<file path="src/inc/rcs_regs.svh">
// Timing constants and command codes for the reference clock selector
`ifndef RCS_REGS_SVH
`define RCS_REGS_SVH
`define RCS_CLK_HZ 100000000
`define RCS_HOLDOFF_S 10
`define RCS_HOLDOFF_CYC (`RCS_HOLDOFF_S * `RCS_CLK_HZ)
`define RCS_SELFTEST_US 100
`define RCS_SELFTEST_CYC (`RCS_SELFTEST_US * (`RCS_CLK_HZ / 1000000))
`define RCS_SANITY_MS 500
`define RCS_SANITY_CYC (`RCS_SANITY_MS * (`RCS_CLK_HZ / 1000))
`define RCS_SANITY_PULSE 16
`define RCS_BLINK_MS 250
`define RCS_BLINK_CYC (`RCS_BLINK_MS * (`RCS_CLK_HZ / 1000))
`define RCS_CMD_NONE 2'h0
`define RCS_CMD_PRI 2'h1
`define RCS_CMD_SEC 2'h2
`define RCS_CMD_FREE 2'h3
`define RCS_LED_OFF 2'h0
`define RCS_LED_RED 2'h1
`define RCS_LED_GREEN 2'h2
`endif

</file>
<file path="src/inc/rcs_pkg.sv">
// Types shared by the reference clock selector
`default_nettype none
package rcs_pkg;
  typedef enum logic [2:0] {
    RCS_ST_DISABLED,
    RCS_ST_SELFTEST,
    RCS_ST_FREERUN,
    RCS_ST_TRACK_PRI,
    RCS_ST_TRACK_SEC,
    RCS_ST_HOLDOVER
  } rcs_state_t;
  typedef enum logic {
    RCS_PRIMARY_SYNC_SOURCE_PRI,
    RCS_PRIMARY_SYNC_SOURCE_SEC
  } rcs_primary_sync_source_t;
endpackage
`default_nettype wire

</file>
<file path="src/rtl/rcs_sanity_timer.sv">
// Sanity timer that resets the embedded controller when not serviced
`default_nettype none
`include "rcs_regs.svh"
module rcs_sanity_timer #(
  parameter int unsigned TIMEOUT_CYC = `RCS_SANITY_CYC
) (
  input wire logic i_sys_clk,     // System clock
  input wire logic i_rst_n,       // Synchronised reset
  input wire logic i_kick,        // Service pulse from the controller
  output logic o_ctrl_reset       // Reset pulse to the controller
);
  logic [31:0] cnt_q;
  logic [4:0] pulse_q;

  always_ff @(posedge i_sys_clk or negedge i_rst_n) begin
    if (!i_rst_n) begin
      cnt_q <= 32'h0;
    end else if (i_kick || cnt_q == TIMEOUT_CYC - 1) begin
      cnt_q <= 32'h0;
    end else begin
      cnt_q <= cnt_q + 32'h1;
    end
  end

  always_ff @(posedge i_sys_clk or negedge i_rst_n) begin
    if (!i_rst_n) begin
      pulse_q <= 5'h0;
    end else if (!i_kick && cnt_q == TIMEOUT_CYC - 1) begin
      pulse_q <= 5'(`RCS_SANITY_PULSE);
    end else if (pulse_q != 5'h0) begin
      pulse_q <= pulse_q - 5'h1;
    end
  end

  assign o_ctrl_reset = (pulse_q != 5'h0);

  a_sanity_fires: assert property (@(posedge i_sys_clk) disable iff (!i_rst_n)
    (!i_kick && cnt_q == TIMEOUT_CYC - 1) |=> o_ctrl_reset)
    else $error("sanity timer did not fire");
endmodule // rcs_sanity_timer
`default_nettype wire

</file>
<file path="src/rtl/rcs_reference_clock_selector.sv">
// Reference selection, holdover and free-run control
// Functional notes
// - Both references' quality is watched at all times, whichever is used.
// - Selected reference bad, other good: switch by itself at once.
// - Both bad: holdover, keep watching both for recovery.
// - Track-primary command selects primary; falls back to good secondary.
// - Primary preferred, secondary recovers first: track it, return later.
// - Primary preferred, primary recovers first: stay on primary.
// - Track-secondary command selects secondary; falls back to primary.
// - Secondary preferred: mirror of primary-preferred recovery behaviour.
// - No further automatic switch for at least ten seconds after one.
// - Momentary loss or error burst gives temporary holdover.
// - Free-run instead of holdover when no quality history is stored.
// - Free-run command stays in free-run until another command.
// - Enable puts the block in free-run without a command.
// - Loop error value is followed, frozen in holdover, or adjusted.
// - Sanity timer resets the controller when not serviced.
// - Self-test runs during initialisation before tracking.
// - Only one trunk card drives the shared backplane line at a time.
// - Primary is host card, secondary one configured card, nothing else.
// - External pair or trunk pair is used, never a mixture.
// - Commands and status pass over the parallel command port.
// - LED red when disabled, green locked or free, flashing in holdover or unlocked tracking.
`default_nettype none
`include "rcs_regs.svh"
module rcs_reference_clock_selector #(
  parameter int unsigned HOLDOFF_CYC = `RCS_HOLDOFF_CYC,
  parameter int unsigned SELFTEST_CYC = `RCS_SELFTEST_CYC,
  parameter int unsigned SANITY_CYC = `RCS_SANITY_CYC,
  parameter int unsigned BLINK_CYC = `RCS_BLINK_CYC
) (
  input wire logic i_sys_clk,           // System clock, 100 MHz
  input wire logic i_reset_n,           // Asynchronous reset, active low
  input wire logic i_enable,            // Controller enabled (pin)
  input wire logic i_cmd_valid,         // Command strobe, one cycle
  input wire logic [1:0] i_cmd,         // Command code
  input wire logic i_use_external,      // Use external pair (pin)
  input wire logic [1:0] i_sec_card,    // Configured secondary card slot
  input wire logic i_pri_in_spec,       // Primary quality good (pin)
  input wire logic i_sec_in_spec,       // Secondary quality good (pin)
  input wire logic i_ext_pri_in_spec,   // External primary good (pin)
  input wire logic i_ext_sec_in_spec,   // External secondary good (pin)
  input wire logic i_pri_present,       // Primary signal present (pin)
  input wire logic i_sec_present,       // Secondary signal present (pin)
  input wire logic i_burst,             // Error burst seen (pin)
  input wire logic i_selftest_ok,       // Self-test result (pin)
  input wire logic i_loop_adjust,       // Controller adjust strobe
  input wire logic [15:0] i_loop_error, // Digital loop error value
  input wire logic [15:0] i_loop_delta, // Controller adjustment value
  input wire logic i_ctrl_kick,         // Controller services sanity timer
  output rcs_pkg::rcs_state_t o_state,  // Current state
  output logic o_ref_sel_sec,           // 1 = secondary reference used
  output logic o_ref_sel_ext,           // 1 = external pair used
  output logic [3:0] o_line_drive_en,   // One-hot card drive enables
  output logic [15:0] o_osc_ctrl,       // Oscillator steering value
  output logic [7:0] o_status,          // Status word to host
  output logic o_selftest_fail,         // Self-test failed
  output logic o_ctrl_reset,            // Embedded controller reset
  output logic o_led_red,               // LED red
  output logic o_led_green              // LED green
);
  import rcs_pkg::*;

  logic rst_meta_q, rst_q;
  always_ff @(posedge i_sys_clk or negedge i_reset_n) begin
    if (!i_reset_n) begin
      rst_meta_q <= 1'b0;
      rst_q <= 1'b0;
    end else begin
      rst_meta_q <= 1'b1;
      rst_q <= rst_meta_q;
    end
  end
  wire logic rst_n = rst_q;

  // Pin inputs through two flip-flops
  localparam int NPIN = 10;
  logic [NPIN-1:0] pin_meta_q, pin_q;
  wire logic [NPIN-1:0] pin_raw = {i_enable, i_use_external, i_pri_in_spec,
    i_sec_in_spec, i_ext_pri_in_spec, i_ext_sec_in_spec, i_pri_present,
    i_sec_present, i_burst, i_selftest_ok};
  always_ff @(posedge i_sys_clk or negedge rst_n) begin
    if (!rst_n) begin
      pin_meta_q <= '0;
      pin_q <= '0;
    end else begin
      pin_meta_q <= pin_raw;
      pin_q <= pin_meta_q;
    end
  end
  wire logic en_s = pin_q[9];
  wire logic ext_s = pin_q[8];
  // Never mix the pairs: both qualities come from one pair
  wire logic pri_ok = (ext_s ? pin_q[5] : pin_q[7]) && pin_q[3];
  wire logic sec_ok = (ext_s ? pin_q[4] : pin_q[6]) && pin_q[2];
  wire logic burst_s = pin_q[1];
  wire logic st_ok_s = pin_q[0];

  rcs_state_t state_q;
  rcs_primary_sync_source_t primary_sync_source_q;
  logic history_q;
  logic [31:0] holdoff_q;
  logic [31:0] st_cnt_q;
  logic fail_q;
  wire logic holdoff_busy = (holdoff_q != 32'h0);
  logic st_ret_q;
  wire logic cmd_take = i_cmd_valid && en_s &&
    state_q != RCS_ST_DISABLED && state_q != RCS_ST_SELFTEST;

  // Pick the target among good references, keeping the current one while it is good
  function automatic rcs_state_t pick(input logic p_ok, input logic s_ok,
                                      input rcs_state_t cur);
    if (cur == RCS_ST_TRACK_PRI && p_ok) begin
      return RCS_ST_TRACK_PRI;
    end else if (cur == RCS_ST_TRACK_SEC && s_ok) begin
      return RCS_ST_TRACK_SEC;
    end else if (p_ok) begin
      return RCS_ST_TRACK_PRI;
    end else if (s_ok) begin
      return RCS_ST_TRACK_SEC;
    end else begin
      return history_q ? RCS_ST_HOLDOVER : RCS_ST_FREERUN;
    end
  endfunction

  rcs_state_t nxt;
  logic auto_sw;
  always_comb begin
    nxt = state_q;
    auto_sw = 1'b0;
    unique case (state_q)
      RCS_ST_DISABLED: begin
        if (en_s) nxt = RCS_ST_SELFTEST;
      end
      RCS_ST_SELFTEST: begin
        if (st_cnt_q == SELFTEST_CYC - 1) nxt = RCS_ST_FREERUN;
      end
      RCS_ST_FREERUN: nxt = RCS_ST_FREERUN;
      RCS_ST_TRACK_PRI, RCS_ST_TRACK_SEC: begin
        if (burst_s) begin
          nxt = history_q ? RCS_ST_HOLDOVER : RCS_ST_FREERUN;
        end else if (!pri_ok && !sec_ok) begin
          nxt = history_q ? RCS_ST_HOLDOVER : RCS_ST_FREERUN;
        end else if (!holdoff_busy) begin
          // Return to the preferred reference once it recovers, if holdover was left on the other one
          if (primary_sync_source_q == RCS_PRIMARY_SYNC_SOURCE_PRI && state_q == RCS_ST_TRACK_SEC &&
              pri_ok && st_ret_q) begin
            nxt = RCS_ST_TRACK_PRI;
          end else if (primary_sync_source_q == RCS_PRIMARY_SYNC_SOURCE_SEC &&
                       state_q == RCS_ST_TRACK_PRI && sec_ok && st_ret_q) begin
            nxt = RCS_ST_TRACK_SEC;
          end else begin
            nxt = pick(pri_ok, sec_ok, state_q);
          end
          auto_sw = (nxt != state_q);
        end
      end
      RCS_ST_HOLDOVER: begin
        if (!burst_s && (pri_ok || sec_ok)) begin
          nxt = pick(pri_ok, sec_ok, state_q);
        end
      end
    endcase
    if (!en_s) nxt = RCS_ST_DISABLED;
  end

  // Remember whether recovery must later return to the preferred side
  always_ff @(posedge i_sys_clk or negedge rst_n) begin
    if (!rst_n) begin
      st_ret_q <= 1'b0;
    end else if (cmd_take) begin
      st_ret_q <= 1'b0;
    end else if (state_q == RCS_ST_HOLDOVER && nxt != RCS_ST_HOLDOVER) begin
      st_ret_q <= (primary_sync_source_q == RCS_PRIMARY_SYNC_SOURCE_PRI) ? (nxt == RCS_ST_TRACK_SEC)
                                           : (nxt == RCS_ST_TRACK_PRI);
    end else if (state_q != RCS_ST_HOLDOVER && nxt != state_q) begin
      st_ret_q <= 1'b0;
    end
  end

  always_ff @(posedge i_sys_clk or negedge rst_n) begin
    if (!rst_n) begin
      state_q <= RCS_ST_DISABLED;
    end else if (cmd_take) begin
      unique case (i_cmd)
        `RCS_CMD_PRI: state_q <= pri_ok ? RCS_ST_TRACK_PRI
                                        : pick(pri_ok, sec_ok, state_q);
        `RCS_CMD_SEC: state_q <= sec_ok ? RCS_ST_TRACK_SEC
                                        : pick(pri_ok, sec_ok, state_q);
        `RCS_CMD_FREE: state_q <= RCS_ST_FREERUN;
        default: state_q <= nxt;
      endcase
    end else begin
      state_q <= nxt;
    end
  end

  always_ff @(posedge i_sys_clk or negedge rst_n) begin
    if (!rst_n) begin
      primary_sync_source_q <= RCS_PRIMARY_SYNC_SOURCE_PRI;
    end else if (cmd_take && i_cmd == `RCS_CMD_PRI) begin
      primary_sync_source_q <= RCS_PRIMARY_SYNC_SOURCE_PRI;
    end else if (cmd_take && i_cmd == `RCS_CMD_SEC) begin
      primary_sync_source_q <= RCS_PRIMARY_SYNC_SOURCE_SEC;
    end
  end

  // Quality history exists once any reference was tracked good
  always_ff @(posedge i_sys_clk or negedge rst_n) begin
    if (!rst_n) begin
      history_q <= 1'b0;
    end else if (state_q == RCS_ST_DISABLED) begin
      history_q <= 1'b0;
    end else if ((state_q == RCS_ST_TRACK_PRI && pri_ok) ||
                 (state_q == RCS_ST_TRACK_SEC && sec_ok)) begin
      history_q <= 1'b1;
    end
  end

  always_ff @(posedge i_sys_clk or negedge rst_n) begin
    if (!rst_n) begin
      holdoff_q <= 32'h0;
    end else if (auto_sw) begin
      holdoff_q <= HOLDOFF_CYC;
    end else if (holdoff_busy) begin
      holdoff_q <= holdoff_q - 32'h1;
    end
  end

  always_ff @(posedge i_sys_clk or negedge rst_n) begin
    if (!rst_n) begin
      st_cnt_q <= 32'h0;
      fail_q <= 1'b0;
    end else if (state_q == RCS_ST_SELFTEST) begin
      st_cnt_q <= st_cnt_q + 32'h1;
      if (st_cnt_q == SELFTEST_CYC - 1) fail_q <= !st_ok_s;
    end else begin
      st_cnt_q <= 32'h0;
    end
  end

  // Adjust strobe adds the delta in any state; else loop error follows while tracking, 16'h8000 in free-run or disabled, frozen otherwise
  always_ff @(posedge i_sys_clk or negedge rst_n) begin
    if (!rst_n) begin
      o_osc_ctrl <= 16'h8000;
    end else if (i_loop_adjust) begin
      o_osc_ctrl <= o_osc_ctrl + i_loop_delta;
    end else if (state_q == RCS_ST_TRACK_PRI ||
                 state_q == RCS_ST_TRACK_SEC) begin
      o_osc_ctrl <= i_loop_error;
    end else if (state_q == RCS_ST_FREERUN || state_q == RCS_ST_DISABLED) begin
      o_osc_ctrl <= 16'h8000;
    end
  end

  // Line drivers: host card for primary, one configured card for secondary
  always_ff @(posedge i_sys_clk or negedge rst_n) begin
    if (!rst_n) begin
      o_line_drive_en <= 4'h0;
      o_ref_sel_sec <= 1'b0;
      o_ref_sel_ext <= 1'b0;
    end else begin
      o_ref_sel_sec <= (state_q == RCS_ST_TRACK_SEC);
      o_ref_sel_ext <= ext_s;
      if (ext_s || state_q == RCS_ST_DISABLED) begin
        o_line_drive_en <= 4'h0;
      end else if (state_q == RCS_ST_TRACK_SEC) begin
        o_line_drive_en <= 4'h1 << i_sec_card;
      end else begin
        o_line_drive_en <= 4'h1;
      end
    end
  end

  logic [31:0] blink_q;
  logic blink_ph_q;
  always_ff @(posedge i_sys_clk or negedge rst_n) begin
    if (!rst_n) begin
      blink_q <= 32'h0;
      blink_ph_q <= 1'b0;
    end else if (blink_q == BLINK_CYC - 1) begin
      blink_q <= 32'h0;
      blink_ph_q <= !blink_ph_q;
    end else begin
      blink_q <= blink_q + 32'h1;
    end
  end

  wire logic locked = (state_q == RCS_ST_TRACK_PRI && pri_ok) ||
                      (state_q == RCS_ST_TRACK_SEC && sec_ok);
  always_ff @(posedge i_sys_clk or negedge rst_n) begin
    if (!rst_n) begin
      o_led_red <= 1'b0;
      o_led_green <= 1'b0;
    end else begin
      o_led_red <= (state_q == RCS_ST_DISABLED);
      o_led_green <= (state_q == RCS_ST_FREERUN) || locked ||
        ((state_q == RCS_ST_TRACK_PRI || state_q == RCS_ST_TRACK_SEC ||
          state_q == RCS_ST_HOLDOVER) && blink_ph_q);
    end
  end

  always_ff @(posedge i_sys_clk or negedge rst_n) begin
    if (!rst_n) begin
      o_status <= 8'h0;
    end else begin
      o_status <= {fail_q, holdoff_busy, history_q, pri_ok, sec_ok,
                   state_q};
    end
  end

  assign o_state = state_q;
  assign o_selftest_fail = fail_q;

  rcs_sanity_timer #(
    .TIMEOUT_CYC(SANITY_CYC)
  ) u_sanity (
    .i_sys_clk(i_sys_clk),
    .i_rst_n(rst_n),
    .i_kick(i_ctrl_kick),
    .o_ctrl_reset(o_ctrl_reset)
  );

  a_holdoff_blocks: assert property (@(posedge i_sys_clk) disable iff (!rst_n)
    holdoff_busy && !i_cmd_valid && state_q == RCS_ST_TRACK_SEC && pri_ok &&
    !burst_s && en_s |=> state_q == RCS_ST_TRACK_SEC)
    else $error("automatic switch during hold-off");
  a_both_bad_hold: assert property (@(posedge i_sys_clk) disable iff (!rst_n)
    state_q == RCS_ST_TRACK_PRI && !pri_ok && !sec_ok && history_q &&
    en_s && !i_cmd_valid |=> state_q == RCS_ST_HOLDOVER)
    else $error("no holdover with both references bad");
  a_auto_switch: assert property (@(posedge i_sys_clk) disable iff (!rst_n)
    state_q == RCS_ST_TRACK_PRI && !pri_ok && sec_ok && !holdoff_busy &&
    !burst_s && en_s && !i_cmd_valid |=> state_q == RCS_ST_TRACK_SEC)
    else $error("no switch to good secondary");
  a_free_stays: assert property (@(posedge i_sys_clk) disable iff (!rst_n)
    state_q == RCS_ST_FREERUN && en_s && !i_cmd_valid |=>
    state_q == RCS_ST_FREERUN)
    else $error("left free-run without command");
  a_no_history: assert property (@(posedge i_sys_clk) disable iff (!rst_n)
    state_q == RCS_ST_HOLDOVER |-> history_q)
    else $error("holdover without quality history");
  a_one_driver: assert property (@(posedge i_sys_clk) disable iff (!rst_n)
    $onehot0(o_line_drive_en))
    else $error("two sources drive the line");
  a_led_red: assert property (@(posedge i_sys_clk) disable iff (!rst_n)
    state_q == RCS_ST_DISABLED |=> o_led_red && !o_led_green)
    else $error("led not red when disabled");
  a_selftest_first: assert property (@(posedge i_sys_clk)
    disable iff (!rst_n)
    $past(state_q) == RCS_ST_DISABLED && en_s && state_q != RCS_ST_DISABLED
    |-> state_q == RCS_ST_SELFTEST)
    else $error("tracking began without self-test");
  a_osc_follow: assert property (@(posedge i_sys_clk) disable iff (!rst_n)
    state_q == RCS_ST_TRACK_PRI && !i_loop_adjust |=>
    o_osc_ctrl == $past(i_loop_error))
    else $error("loop value not followed");

  c_holdover: cover property (@(posedge i_sys_clk) disable iff (!rst_n)
    state_q == RCS_ST_HOLDOVER ##1 state_q == RCS_ST_TRACK_SEC);
  c_return_pri: cover property (@(posedge i_sys_clk) disable iff (!rst_n)
    state_q == RCS_ST_TRACK_SEC ##1 state_q == RCS_ST_TRACK_PRI);
  c_free_cmd: cover property (@(posedge i_sys_clk) disable iff (!rst_n)
    i_cmd_valid && i_cmd == `RCS_CMD_FREE);
endmodule // rcs_reference_clock_selector
`default_nettype wire

</file>
<file path="config.mk">
export PLATFORM = sky130hd
export DESIGN_NAME = rcs_reference_clock_selector
export DESIGN_NICKNAME = d
export VERILOG_FILES = /design/src/inc/rcs_pkg.sv /design/src/rtl/rcs_sanity_timer.sv /design/src/rtl/rcs_reference_clock_selector.sv
export VERILOG_INCLUDE_DIRS = /design/src /design/src/inc
export SDC_FILE = /design/constraint.sdc
export NUM_CORES = 1
export LEC_CHECK = 0
export BUFFER_PORTS_ARGS = -buffer_cell sky130_fd_sc_hd__clkbuf_2
export CAP_MARGIN = 20
export CORE_MARGIN = 1.5
export CORE_UTILIZATION = 40
export DETAILED_ROUTE_END_ITERATION = 6
export PLACE_DENSITY = 0.65
export SLEW_MARGIN = 20
export SYNTH_ARGS = -nofsm -noshare
export SYNTH_HDL_FRONTEND = slang
export SYNTH_HIERARCHICAL = 1
export SYNTH_SLANG_ARGS = --single-unit
</file>
<file path="constraint.sdc">
create_clock -name i_sys_clk -period 17.6 [get_ports i_sys_clk]
set_input_delay 0.88 -clock i_sys_clk [delete_from_list [all_inputs] [get_ports i_sys_clk]]
set_output_delay 0.88 -clock i_sys_clk [all_outputs]
set_load 0.02 [all_outputs]
</file>
==> flow_summary.toml <==
[setup_path]
cpPeakStageDelay_ns = 0.81
end_kind = "flop"
crit_slowest_cell = "or3b_2"
path_delay_family = "compound AO/OA/AOI/OAI gates"
critPathMaxFanout = 33
start_kind = "flop"
rr_endpoint = "st_ret_q"
reg2reg_slack_ns = 14.29
worstPathCellList = "or3b_2, nor3b_1, a31oi_1, o211a_1, a211oi_2, nor2b_4, a31oi_1, o221ai_1, o2bb2ai_1"
r2r_start = "o_state[0]"
cp_data_arrival_time_ns = 3.63
cpMostUsedCell = "a31oi_1"
crit_required_ns = 17.92
cp_num_buf_inv = 0
critPathKind = "reg2reg"
ff2ff_path_depth = 9

[flow_run]
cap_violations = 0

[clock_network]
ctsResizeCount = 0
insertion_delay_ns = 0.44
cts-buffers-inserted = 17
ctsRootBufferMaster = "clkbuf_16"
post_cts_buffers = 0
cts_tree = "built"
cts_hold_buf = 0
cts_sinks = 195
cts_buffer_depth = 2
clk_pin_slew_ns = 0.07
cts_htree_levels = 4

[sta]
maxClockFrequency_mhz = 302.4
period_minus_slack_ns = 3.307
hold_viol = 0
tns_ns = 0
slew_headroom = 0.3472
setup_violations = 0
slew_violations = 0
clock_skew_ns = 0.01296
worst_pin_slew_ns = 0.9792
rsz0062_at_grt = "false"
period_share = 0.1879

[placed_design]
portBuffers = 87
place_congestion = 0.8270
dp_hpwl_mm = 14.61
place_inst = 1383

[yosys]
yosys.cell_types.count = 75
synth.avg_cell_area_sq_um = 9.824
ys_ff_latch = 195
ys_seq_area_frac = 0.4988
ys_warn_count = 6
synth_cells = 996
synth_area_sq_um = 9784
synth-edff-count = 0
async_reset_ff_frac = 1.000
syn-num-nets = 1069
synthFlopType = "dfrtp_1"

[finish]
syn_to_final_growth_pct = 13.62
nNetsFinal = 1151
final_cells = 1415
layout-drive-gt1-share = 0.1338
fin_util = 0.4598
num_antenna_cells = 0

[die]
die_area_sq_um = 25410
io_pins = 88
core_sq_um = 24180
fp.dieW_microns = 159.4
die_height_microns = 159.4
rows = 57
start_util = 0.4047

[power_and_ir_drop]
cellLeakagePower_nw = 4.937
p_per_area_nw_per_um2 = 94.73
vdd_drop_max_uv = 52.66

[route]
dr_total_vias = 7486
vias_per_cell = 5.290
drt_pass1_iterations = 5
ant_nets = 0
drt_iter0_markers = 432
totalWireLength_mm = 20.67
drc = 0
post_drt_wl_per_cell_microns = 14.61

[global_routing]
grt_util_all_layers = 0.1698
antenna_found_initial = 0
grt_pass1_wl_mm = 35.51
grt_pass1_vias = 7244
grt_overflow = 0
grt_max_degree = 80

[status]
outcome = "finished, final reports clean"

[worst_hold_path]
hold_path.class = "in2async"
sequential cells by signal, summed over array words and instances, names as in the netlist, 3 cells and up:
| name | flops |
|---|---|
| pin_meta_q | 10 |
| u_sanity/pulse_q | 5 |
| o_osc_ctrl | 16 |
| o_line_drive_en | 4 |
| blink_q | 32 |
| pin_q | 10 |
| o_status | 8 |
| u_sanity/cnt_q | 32 |
| st_cnt_q | 32 |
| holdoff_q | 32 |
| o_state | 3 |
layout make-up:
type                    instances  area, sq um
inverters                      36        135.1
clock buffers                  17        425.4
well taps                     324        405.4
flip-flops and latches        195         4885
clock inverters                15        142.6
fillers                      2312        13060
repair buffers                 93        480.5
multi-input cells             735         4643
worst register-to-register path, stage by stage, from the launching register on:
cell       delay [ns]
dfrtp_1          0.67
or3b_2           0.81
nor3b_1          0.35
a31oi_1          0.13
o211a_1          0.24
a211oi_2         0.42
nor2b_4          0.08
a31oi_1          0.20
o221ai_1         0.16
o2bb2ai_1        0.16
how the worst max path moves through the flow:
stage | from | to | slack [ns] | cells past startpoint
after floorplan | rst_n | blink_ph_q | 11.77 | 0
after global placement | o_state[0] | st_ret_q | 14.29 | 9
after detailed placement | o_state[0] | st_ret_q | 14.17 | 9
after CTS | o_state[0] | st_ret_q | 14.14 | 9
after global routing | o_state[0] | st_ret_q | 14.01 | 9
final | o_state[0] | st_ret_q | 14.29 | 9
cell usage in the layout (no fill, tap or decap), types with 10 or more instances in the layout:
| cell | count |
|---|---|
| dfrtp_1 | 193 |
| nor2_1 | 119 |
| clkbuf_2 | 87 |
| nand2_1 | 81 |
| xor2_1 | 56 |
| nand3_1 | 49 |
| xnor2_1 | 49 |
| a21oi_1 | 48 |
| o21ai_0 | 43 |
| inv_1 | 34 |
| nor3_1 | 26 |
| and3_1 | 24 |
| or3_1 | 24 |
| ha_1 | 21 |
| nor4_1 | 20 |
| clkbuf_16 | 17 |
| nand4_1 | 15 |
| or4_1 | 15 |
| nand2b_1 | 12 |
| nor2b_1 | 10 |
| o31ai_1 | 10 |
synthesized netlist by cell type (all sizes together), types with 4 or more instances:
cell | n | area [sq um]
o31ai | 11 | 87.58
or4 | 16 | 123.9
nor4 | 23 | 180.2
a22oi | 5 | 37.54
o21ai | 43 | 215.2
nor2 | 119 | 446.7
nor2b | 11 | 76.32
and2 | 5 | 31.28
nand3b | 4 | 30.03
inv | 35 | 131.4
and4 | 7 | 61.31
ha | 21 | 262.8
nand4 | 16 | 106.4
nand3 | 50 | 255.3
or3 | 25 | 161.4
nand2b | 12 | 75.07
a21oi | 48 | 240.2
or3b | 4 | 35.04
xor2 | 56 | 490.5
a21o | 9 | 67.56
a211oi | 5 | 42.54
a31oi | 5 | 31.28
dfrtp | 194 | 4855
nor3b | 4 | 30.03
a221oi | 5 | 43.79
clkbuf | 20 | 75.07
buf | 10 | 50.05
and3 | 24 | 150.1
nor3 | 27 | 146.4
xnor2 | 49 | 429.2
a222oi | 4 | 40.04
nand2 | 81 | 304.0
metrics by stage:
step / hold slack, ns / power [W] / setup slack (ns) / instance area, sq um
floorplan: 0.3312 / 0.0006370 / 11.77 / 9784
global route: 0.2018 / 0.001109 / 14.01 / 11120
CTS: 0.2047 / 0.001066 / 14.14 / 11120
global placement: 0.3346 / 0.0006847 / 14.29 / 10550
finish: 0.2189 / 0.001053 / 14.29 / 11120
detailed placement: 0.3347 / 0.0006882 / 14.17 / 10550
where the power goes:
group	internal, W	switching (W)	leakage (nW)
Clock	0.000188	0.000186	0.278
Combinational	0.0000789	0.000106	2.14
Sequential	0.000473	0.0000213	2.52
Total	0.000740	0.000313	4.94
layer usage:
metal	part of all wire	GRT usage
met3	0.035	0.03126
met1	0.50	0.2406
met5	0	0
met4	0.010	0.04931
met2	0.46	0.2654
logic make-up (layout without fill, tap and decap cells):
kind of cell,Yosys count,in the layout,synth area share
adder cells (fa/ha/maj),22,22,0.02890
AO/OA/AOI/OAI,163,163,0.1086
AND/OR/NAND/NOR,441,441,0.2395
XOR/XNOR,105,105,0.09399
flip-flops,195,195,0.4989
other,1,1,0.0003833
buffers and inverters,66,161,0.02660
multiplexers,3,3,0.003197
No activity file was read; power rests on OpenSTA's default activity.
